**src/aic_defines.vh**
```
// Register map, field positions, reset values and timing constants of the event conditioner
`ifndef AIC_DEFINES_VH
`define AIC_DEFINES_VH
// Register addresses (word offsets on the plain register port)
`define AIC_ADDR_W 8
`define AIC_OFS_STATUS 8'h7F
`define AIC_OFS_MASK 8'h80
`define AIC_OFS_POLARITY 8'h81
`define AIC_OFS_DEBOUNCE 8'h82
// Register data width
`define AIC_DATA_W 16
// Field positions shared by mask, polarity, debounce and status
`define AIC_BIT_BITCLK 9
`define AIC_BIT_SEQ 8
`define AIC_BIT_GP_PIN1 5
`define AIC_BIT_GP_IN8 4
`define AIC_BIT_GP_IN7 3
`define AIC_BIT_LOOP_LOCK 2
`define AIC_BIT_BIAS_SHORT 1
`define AIC_BIT_BIAS_DETECT 0
`define AIC_BIT_SUMMARY 10
// Implemented source bits within a register
`define AIC_SRC_BITS 16'h033F
// Reset values
`define AIC_RST_MASK 16'h033F
`define AIC_RST_POLARITY 16'h0000
`define AIC_RST_DEBOUNCE 16'h0000
`define AIC_RST_ZERO 16'h0000
// Debounce sampling period and stable-sample count
`define AIC_SAMPLE_NS 1000
`define AIC_CLK_NS 100
`define AIC_SAMPLE_CYC (`AIC_SAMPLE_NS / `AIC_CLK_NS)
`define AIC_STABLE_SAMPLES 4
`endif

```
**src/aic_debounce.v**
```verilog
// Stable-sample debounce filter for one event condition
`include "aic_defines.vh"

module aic_debounce #(
	parameter CNT_W = 3,
	parameter [CNT_W-1:0] STABLE = `AIC_STABLE_SAMPLES
) (
	input wire core_clk,
	input wire nrst,
	input wire sample_en,
	input wire cond_in,
	output reg cond_out_q
);

	reg [CNT_W-1:0] stable_cnt_q; // Samples seen since the input last agreed with the output
	reg [CNT_W-1:0] stable_cnt_d;
	reg cond_out_d;

	// Counter restarts at each sample where the raw input agrees with the filtered output
	always @* begin
		stable_cnt_d = stable_cnt_q;
		cond_out_d = cond_out_q;
		if (sample_en) begin
			if (cond_in == cond_out_q) begin
				// Agreement, nothing pending
				stable_cnt_d = {CNT_W{1'b0}};
			end else if (stable_cnt_q == STABLE - 1'b1) begin
				cond_out_d = cond_in;
				stable_cnt_d = {CNT_W{1'b0}};
			end else begin
				stable_cnt_d = stable_cnt_q + 1'b1;
			end
		end
	end

	// State registers
	always @(posedge core_clk or negedge nrst) begin
		if (!nrst) begin
			stable_cnt_q <= {CNT_W{1'b0}};
			cond_out_q <= 1'b0;
		end else begin
			stable_cnt_q <= stable_cnt_d;
			cond_out_q <= cond_out_d;
		end
	end

endmodule

```
**src/aic_irq_cond.v**
```verilog
// Event conditioner: per-source mask, polarity, debounce, sticky flags and request
//
// The address-and-strobe port is this design's own decision.
`include "aic_defines.vh"

// How it works
// - Mask bit 1 removes source from request
// - All implemented mask bits reset to one
// - Polarity resets 0; 1 inverts the condition
// - Sequencer: busy flags at 0, idle at 1
// - Loop: lock at 0, unlocked at 1
// - Debounce bit routes condition through filter
// - All debounce bits reset to zero
// - Same bit positions in every register
// - Flags sticky, cleared by writing one
// - Summary bit is OR of flags
module aic_irq_cond #(
	parameter SAMPLE_CYC = `AIC_SAMPLE_CYC,
	parameter STABLE_SAMPLES = `AIC_STABLE_SAMPLES
) (
	input wire core_clk,
	input wire nrst,
	input wire [`AIC_ADDR_W-1:0] reg_addr,
	input wire [`AIC_DATA_W-1:0] reg_wdata,
	input wire reg_wr,
	input wire reg_rd,
	output reg [`AIC_DATA_W-1:0] reg_rdata_q,
	input wire bitclk_pin_in,
	input wire seq_busy,
	input wire gp_pin1_in,
	input wire gp_input8_in,
	input wire gp_input7_in,
	input wire loop_locked,
	input wire bias_short,
	input wire bias_detect,
	output reg irq_q
);

	localparam DW = `AIC_DATA_W;
	localparam SAMPLE_W = 16;

	reg [DW-1:0] irq_source_mask_q; // Set bit blocks the source
	reg [DW-1:0] irq_source_polarity_q; // Set bit means low is the event
	reg [DW-1:0] irq_source_debounce_q; // Set bit enables filtering
	reg [DW-1:0] flags_q; // Sticky per-source flags
	reg [DW-1:0] flags_d;
	reg [SAMPLE_W-1:0] sample_cnt_q; // Slow sample divider
	reg sample_en_q; // One-cycle sample enable
	wire [DW-1:0] raw_cond; // Conditions placed at their field positions
	wire [DW-1:0] pol_cond; // After polarity
	wire [DW-1:0] filt_cond; // After debounce filter
	wire [DW-1:0] event_cond; // Chosen per debounce bit
	wire [DW-1:0] wr_clear; // Write-one-to-clear pulses
	wire summary; // Any flag set
	wire irq_d;

	// True when a write strobe targets the given address
	function wr_hit;
		input wr;
		input [`AIC_ADDR_W-1:0] addr;
		input [`AIC_ADDR_W-1:0] target;
		begin
			wr_hit = wr && (addr == target);
		end
	endfunction

	assign raw_cond[`AIC_BIT_BITCLK] = bitclk_pin_in;
	assign raw_cond[`AIC_BIT_SEQ] = seq_busy;
	assign raw_cond[`AIC_BIT_GP_PIN1] = gp_pin1_in;
	assign raw_cond[`AIC_BIT_GP_IN8] = gp_input8_in;
	assign raw_cond[`AIC_BIT_GP_IN7] = gp_input7_in;
	assign raw_cond[`AIC_BIT_LOOP_LOCK] = loop_locked;
	assign raw_cond[`AIC_BIT_BIAS_SHORT] = bias_short;
	assign raw_cond[`AIC_BIT_BIAS_DETECT] = bias_detect;
	// Unused positions never raise events
	assign raw_cond[7:6] = 2'h0;
	assign raw_cond[DW-1:10] = 6'h00;

	assign pol_cond = (raw_cond ^ irq_source_polarity_q) & `AIC_SRC_BITS;

	// Divider for the slow debounce sample enable
	always @(posedge core_clk or negedge nrst) begin
		if (!nrst) begin
			sample_cnt_q <= 16'h0000;
			sample_en_q <= 1'b0;
		end else if (sample_cnt_q == SAMPLE_CYC - 1) begin
			sample_cnt_q <= 16'h0000;
			sample_en_q <= 1'b1;
		end else begin
			sample_cnt_q <= sample_cnt_q + 16'h0001;
			sample_en_q <= 1'b0;
		end
	end

	// One filter per bit; unused positions are trimmed by synthesis
	genvar gi;
	generate
		for (gi = 0; gi < DW; gi = gi + 1) begin : g_db
			aic_debounce #(
				.CNT_W(3),
				.STABLE(STABLE_SAMPLES[2:0])
			) u_db (
				.core_clk(core_clk),
				.nrst(nrst),
				.sample_en(sample_en_q),
				.cond_in(pol_cond[gi]),
				.cond_out_q(filt_cond[gi])
			);
		end
	endgenerate

	assign event_cond = (irq_source_debounce_q & filt_cond) | (~irq_source_debounce_q & pol_cond);

	assign wr_clear = wr_hit(reg_wr, reg_addr, `AIC_OFS_STATUS) ? reg_wdata : `AIC_RST_ZERO;

	// Flags: set beats clear so an event in the clearing cycle survives
	always @* begin
		flags_d = ((flags_q & ~wr_clear) | event_cond) & `AIC_SRC_BITS;
	end

	assign summary = |flags_q;
	assign irq_d = |(flags_d & ~irq_source_mask_q);

	// Control registers and flags
	always @(posedge core_clk or negedge nrst) begin
		if (!nrst) begin
			irq_source_mask_q <= `AIC_RST_MASK;
			irq_source_polarity_q <= `AIC_RST_POLARITY;
			irq_source_debounce_q <= `AIC_RST_DEBOUNCE;
			flags_q <= `AIC_RST_ZERO;
			irq_q <= 1'b0;
		end else begin
			flags_q <= flags_d;
			irq_q <= irq_d;
			if (wr_hit(reg_wr, reg_addr, `AIC_OFS_MASK)) begin
				irq_source_mask_q <= reg_wdata & `AIC_SRC_BITS;
			end
			if (wr_hit(reg_wr, reg_addr, `AIC_OFS_POLARITY)) begin
				irq_source_polarity_q <= reg_wdata & `AIC_SRC_BITS;
			end
			if (wr_hit(reg_wr, reg_addr, `AIC_OFS_DEBOUNCE)) begin
				irq_source_debounce_q <= reg_wdata & `AIC_SRC_BITS;
			end
		end
	end

	// Read data valid the cycle after the strobe; unmapped reads give zero
	always @(posedge core_clk or negedge nrst) begin
		if (!nrst) begin
			reg_rdata_q <= `AIC_RST_ZERO;
		end else if (reg_rd) begin
			case (reg_addr)
				`AIC_OFS_STATUS: reg_rdata_q <= flags_q | ({{(DW-1){1'b0}}, summary} << `AIC_BIT_SUMMARY);
				`AIC_OFS_MASK: reg_rdata_q <= irq_source_mask_q;
				`AIC_OFS_POLARITY: reg_rdata_q <= irq_source_polarity_q;
				`AIC_OFS_DEBOUNCE: reg_rdata_q <= irq_source_debounce_q;
				default: reg_rdata_q <= `AIC_RST_ZERO;
			endcase
		end else begin
			reg_rdata_q <= `AIC_RST_ZERO;
		end
	end

endmodule

```
**config.mk**
```make
export PLATFORM = sky130hd
export DESIGN_NAME = aic_irq_cond
export DESIGN_NICKNAME = d
export VERILOG_FILES = /design/src/aic_debounce.v /design/src/aic_irq_cond.v
export VERILOG_INCLUDE_DIRS = /design/src /design/src/src
export SDC_FILE = /design/constraint.sdc
export NUM_CORES = 1
export LEC_CHECK = 0
export ABC_AREA = 0
export BUFFER_PORTS_ARGS = -buffer_cell sky130_fd_sc_hd__buf_4
export CAP_MARGIN = 20
export CORE_MARGIN = 10
export CORE_UTILIZATION = 45
export CTS_CLUSTER_SIZE = 28
export DETAILED_ROUTE_END_ITERATION = 12
export PLACE_DENSITY = 0.67
export SYNTH_ARGS = -nofsm -noshare
export SYNTH_HDL_FRONTEND = slang
export SYNTH_SLANG_ARGS = --single-unit
```
**constraint.sdc**
```tcl
create_clock -name core_clk -period 2.17 [get_ports core_clk]
set_input_delay 0.1085 -clock core_clk [delete_from_list [all_inputs] [get_ports core_clk]]
set_output_delay 0.1085 -clock core_clk [all_outputs]
set_load 0.03 [all_outputs]
```
* Yosys cells after proc, flatten, opt, wreduce, memory -nomap -nowiden
Index checks and enable logic that the tools add are counted.
** Operators by class
- $add $sub $neg :: 11
- Multipliers :: 0
- Div/mod/pow operators :: 0
- $lt $le $gt $ge :: 0
- Equal/unequal tests :: 23
- Shifts and indexed selects :: 0
- Multiplexer cells :: 29
- Bitwise gates (word level) :: 19
- Reduce and logical (&&, ||, !) cells :: 14
** Operator list (number)
- two-way mux 3 bit :: 20
- one-hot mux 11 bit (4 select lines) :: 1
- two-way mux 16 bit :: 2
- adder 3 x 1 -> 3 bit, second input constant :: 10
- bitwise AND 10 bit :: 3
- equality test 3 x 2 -> 1 bit, second input constant :: 10
- equality test 8 bit, second input constant :: 3
- AND reduction 3 bit :: 8
- inverter 10 bit :: 2
- bitwise OR 10 bit :: 2
- adder 16 x 1 -> 16 bit, second input constant :: 1
- bitwise AND 10 x 16 -> 16 bit :: 1
- equality test 16 x 4 -> 1 bit, second input constant :: 1
- inverter 10 -> 16 bit :: 1
- OR reduction 16 bit :: 1
- bitwise OR 10 x 11 -> 11 bit :: 1
- two-way mux 10 bit :: 1
- XOR 10 bit :: 1
- equality test 1 bit :: 8
- equality test 8 x 7 -> 1 bit, second input constant :: 1
- inverter 1 bit :: 8
- OR reduction 8 bit :: 1
- two-way mux 1 bit :: 5
- logical AND 1 bit :: 4
** Storage, ports and cells
- Register bits after elaboration :: 106
- Bits in latches :: 0
- RAM bits :: 0
- Memory bits (read-only) :: 0
- Bits of input ports :: 36
- Memories kept :: 0

* Logic depth before layout (Yosys ltp)
- Depth after elaboration :: 8
- Depth in mapped cells :: 6

* Modules after synthesis
From an unflattened synthesis, not the netlist that was laid out.
** Unflattened totals
- Cells, all modules :: 399
- Area, all modules :: 4555.6 um^2
** Modules (own cells, without submodules)
- aic_irq_cond :: times used 1, cells each 255, area an instance 2954.1 um^2
- aic_debounce :: times used 8, cells each 18, area an instance 200.2 um^2

* Worst setup path after synthesis
Ideal clock, no wire load.
- Path type :: input to register
- Start :: input reg_addr[3]
- End :: register irq_source_polarity_q[0]
- Arrival time :: 1.349 ns
- Required time :: 2.045 ns
- Path slack :: 0.696 ns
- Stages on the path :: 5
- Buffers on the path :: 0
- Cells stage by stage :: nor4_2 nand3b_2 nor3b_4 nand2_4 mux2_2
** On the way
- Longest elaborated chain between the ends :: 2
** Ends and longest elaborated chain
- start: declaration :: RTL line aic_irq_cond.v:23 : input wire [`AIC_ADDR_W-1:0] reg_addr,
- equality test 8 bit :: RTL line aic_irq_cond.v:63 : wr_hit = wr && (addr == target);
- logical AND 1 bit :: RTL line aic_irq_cond.v:63
- end signal: assignment :: RTL line aic_irq_cond.v:128 : irq_source_polarity_q <= `AIC_RST_POLARITY;
- end signal: assignment :: RTL line aic_irq_cond.v:139 : irq_source_polarity_q <= reg_wdata & `AIC_SRC_BITS;
- end: declaration :: RTL line aic_irq_cond.v:43 : reg [DW-1:0] irq_source_polarity_q;
No other way between the ends.
A chain may end at the register's enable or synchronous reset.

* Worst setup path in the final report
- Start :: register sample_cnt_q[2]
- End :: register sample_cnt_q[15]
** On the way
- Longest elaborated chain between the ends :: 2
- Elaborated cells on any way between the ends :: 3
** Ends and longest elaborated chain
- start: declaration :: RTL line aic_irq_cond.v:47 : reg [SAMPLE_W-1:0] sample_cnt_q;
- start signal: assignment :: RTL line aic_irq_cond.v:90 : sample_cnt_q <= sample_cnt_q + 16'h0001;
- adder 16 x 1 -> 16 bit / equality test 16 x 4 -> 1 bit (equally long branches) :: RTL line aic_irq_cond.v:90, aic_irq_cond.v:86
- two-way mux 16 bit * :: RTL line aic_irq_cond.v:86 : end else if (sample_cnt_q == SAMPLE_CYC - 1) begin
Every way passes the cells marked *; elsewhere a longest branch is shown, timed or not.

==> flow_summary_export.csv <==
group,metric,value,unit
status,status,"completed",
yosys,yosys_warnings,0,
placement,dp_hpwl,6640,um
cells_and_area,seqCellArea,2290,um2
critical_path,slowest_delay,0.42,ns
critical_path,crit_type,"flop to flop",
route,wirelength,9040,um
floorplan,dieHeight,119,um
yosys,ys_seq_area_share,52.3,%
yosys,ys_ff_latch,91,
sta,tightest_slew,0.525,ns
yosys,synth_top_area_share,47.5,%
pwr,power_leakage,2.31,nW
cells_and_area,diodes,0,
placement,io_buffers,37,
critical_path,r2r_setup_slack,0.61,ns
floorplan,start_util,46.9,%
yosys,syn_inst,391,
yosys,synth.area.top_cells,"dfrtp_1 (48%), mux2_2 (8.8%), dfstp_2 (4.8%)",
clock_network,post_cts_buffers,0,
route,wl_per_cell,15.7,um
pwr,power.total,3.42,mW
clock_network,hold_buffers,2,
critical_path,cpMaxStageDelayCell,"dfrtp_1",
yosys,synth_area,4370,um2
clock_network,cts_max_path_buffers,2,
route,dr.pass1.iters,4,
critical_path,crit_start,"sample_cnt_q[2]$_DFF_PN0_",
critical_path,r2r-start,"sample_cnt_q[2]$_DFF_PN0_",
sta,hold_violations,0,
yosys,avgSynthCellArea,11.2,um2
clock_network,cts.repair.resized,0,
global_route,met3_usage,4.52,%
cells_and_area,layout.nets,488,
sta,slew_headroom,65.0,%
sta,rsz0062_at_grt,"no",
critical_path,crit_chain,"and3_1 > nand3_1 > nor3_1 > nand3_1 > xnor2_1",
global_route,grt_max_degree,43,
min_path,hold_depth,2,
cells_and_area,stdcell_count,575,
floorplan,dieWidth,119,um
cells_and_area,drive_gt1_share,25.1,%
yosys,synth_ff_type,"dfrtp_1",
sta,max_freq,640,MHz
sta,drv_slew,0,
global_route,grt-ovfl-total,0,
critical_path,worstSetupPathDepth,5,
global_route,grt_pass1_vias,3055,
global_route,grt_pass1_wl,15000,um
sta,period_minus_slack,1.56,ns
floorplan,core,9330,um2
clock_network,cts_tree,"done",
sta,setup-tns-final,0,ns
yosys,synth_edf_count,0,
min_path,min_path_type,"input port to flop",
placement,place_congestion,0.819,
clock_network,clock_sinks,91,
global_route,met1_usage,15.8,%
placement,placed_cells,558,
critical_path,crit_family,"simple AND/OR/NAND/NOR gates",
route,drt_iter0_drc,280,
critical_path,cp_max_fo,5,
sta,hold_slack,0.0135,ns
floorplan,row_count,35,
critical_path,worstPathArrival,1.81,ns
route,ant_nets,0,
sta,final.period_utilization,72.0,%
run,maxCapViolations,0,
critical_path,crit_top_cell,"nand3_1",
global_route,busiest_layer,"met2",
critical_path,endpoint_kind,"flop",
clock_network,clkLatencyLatePin,0.36,ns
clock_network,clkTransAtPathRegs,0.09,ns
cells_and_area,area_delta_synth_final,15.4,%
route,drcViolationCount,0,
critical_path,reg2reg_depth,5,
cells_and_area,finish.instance_area,5040,um2
floorplan,io_pins,53,
sta,setup_viol,0,
cells_and_area,multiInputGateArea,1910,um2
critical_path,cp-endpoint,"sample_cnt_q[15]$_DFF_PN0_",
global_route,use_met2,21.3,%
critical_path,critPathBufInv,0,
cells_and_area,fillers,848,
sta,skew,0.00948,ns
pwr,p_per_area,679,nW/um2
clock_network,numCtsBuffers,9,
clock_network,h-tree-depth,3,
critical_path,cp_data_required_time,2.41,ns
route,num_vias,3074,
floorplan,die_area,14100,um2
pwr,max-vdd-ir-drop,0.000423,V
yosys,yosysTopAreaCell,"dfrtp_1",
yosys,synth.distinct_cells,44,
critical_path,reg2reg_to,"sample_cnt_q[15]$_DFF_PN0_",
clock_network,cts_root_buffer,"clkbuf_8",
global_route,antenna_found_initial,0,
critical_path,worstSetupStartpointType,"flop",
yosys,ys_async_sr_fraction,100,%
route,routed_via_density,5.35,
placement,placed_area,4830,um2
global_route,grt_usage,13.0,%
cells in the mapped netlist, types with 2 or more instances:
master	n
a21oi_1	9
nand4_1	3
o21a_1	6
o31ai_1	5
buf_4	8
xor2_1	14
a222oi_1	8
nand3_1	17
nand4b_1	2
mux2_2	34
nand3b_1	6
clkbuf_1	4
nor2_1	18
a311oi_1	4
mux2i_1	6
xnor2_1	16
nand2_1	30
o211ai_1	3
o22ai_1	10
and2_1	2
buf_1	2
nand2b_1	6
inv_1	29
nor4_1	7
nand2_2	2
a21o_1	5
and3_1	7
ha_1	10
dfstp_2	8
dfrtp_1	83
o21ai_0	14
layout make-up:
cell class                 count  share of cell area [%]
sequential                    91                    45.3
multi-input combinational    262                    37.8
timing repair buffer          49                    7.64
tap                          129                    3.20
clock buffer                  11                    2.80
inverter                      29                    2.16
clock inverter                 4                    1.02
per-stage QoR:
| stage | util, % | setup slack [ns] |
|---|---|---|
| CTS | 54.1 | 0.585 |
| detailed placement | 51.8 | 0.490 |
| floorplan | - | 0.696 |
| global placement | 51.8 | 0.513 |
| global route | 54.1 | 0.469 |
| finish | 54.1 | 0.608 |
how the worst min path moves through the flow:
stage	start	to	slack, ns
after global placement	nrst	reg_rdata_q[10]$_DFF_PN0_	0.12
after detailed placement	nrst	reg_rdata_q[10]$_DFF_PN0_	0.13
final	reg_wdata[3]	irq_source_polarity_q[3]$_DFFE_PN0P_	0.01
after floorplan	nrst	flags_q[0]$_DFF_PN0_	-0.19
after global routing	reg_wdata[3]	irq_source_polarity_q[3]$_DFFE_PN0P_	0.002
after CTS	reg_wdata[0]	irq_source_debounce_q[0]$_DFFE_PN0P_	0.005
worst reg2reg max path, cell delays in order (launching register included):
cell     delay, ns
dfrtp_1       0.42
and3_1        0.22
nand3_1       0.14
nor3_1        0.37
nand3_1       0.15
xnor2_1       0.15
logic make-up (layout without fill, tap and decap cells):
logic type | after synthesis | in the layout | synth area share (%)
DFF | 91 | 91 | 52.3
muxes | 40 | 40 | 10.1
AOI/OAI and AO/OA | 67 | 67 | 10.6
adders and majority gates | 10 | 10 | 2.86
and+or+nand+nor | 108 | 108 | 13.5
xor gates and xnor gates | 30 | 30 | 6.01
other | 1 | 7 | 0.0858
buffers and inverters | 44 | 93 | 4.49
power breakdown:
part           total (mW)  switching (mW)  internal [mW]  leakage (nW)
combinational       0.408           0.216          0.191          1.07
clock                1.15           0.588          0.558        0.0954
sequential           1.87          0.0709           1.80          1.15
total                3.42           0.876           2.55          2.31
per-layer routing:
layer  share of wire (%)  up-vias
met5                   0        -
met4                0.84        0
met3                 6.3        9
met2                  49       62
met1                  44     1527
li1                    -     1476
registers in the layout, summed over array words and instances (netlist names):
register / cells
irq_q: 1
g_db.u_db.cond_out_q: 8
sample_en_q: 1
flags_q: 8
irq_source_debounce_q: 8
irq_source_polarity_q: 8
sample_cnt_q: 16
reg_rdata_q: 9
g_db.u_db.stable_cnt_q: 24
irq_source_mask_q: 8
cells in the final DEF, fill, tap and decap left out, drive strengths merged, types with 8 or more instances in the layout:
| cell | instances |
|---|---|
| a21oi | 9 |
| a222oi | 8 |
| buf | 47 |
| clkbuf | 11 |
| dfrtp | 83 |
| dfstp | 8 |
| ha | 10 |
| inv | 29 |
| mux2 | 34 |
| nand2 | 33 |
| nand3 | 17 |
| nor2 | 19 |
| nor4 | 8 |
| o21ai | 14 |
| o22ai | 10 |
| xnor2 | 16 |
| xor2 | 14 |
(Power assumes the default switching activity.)
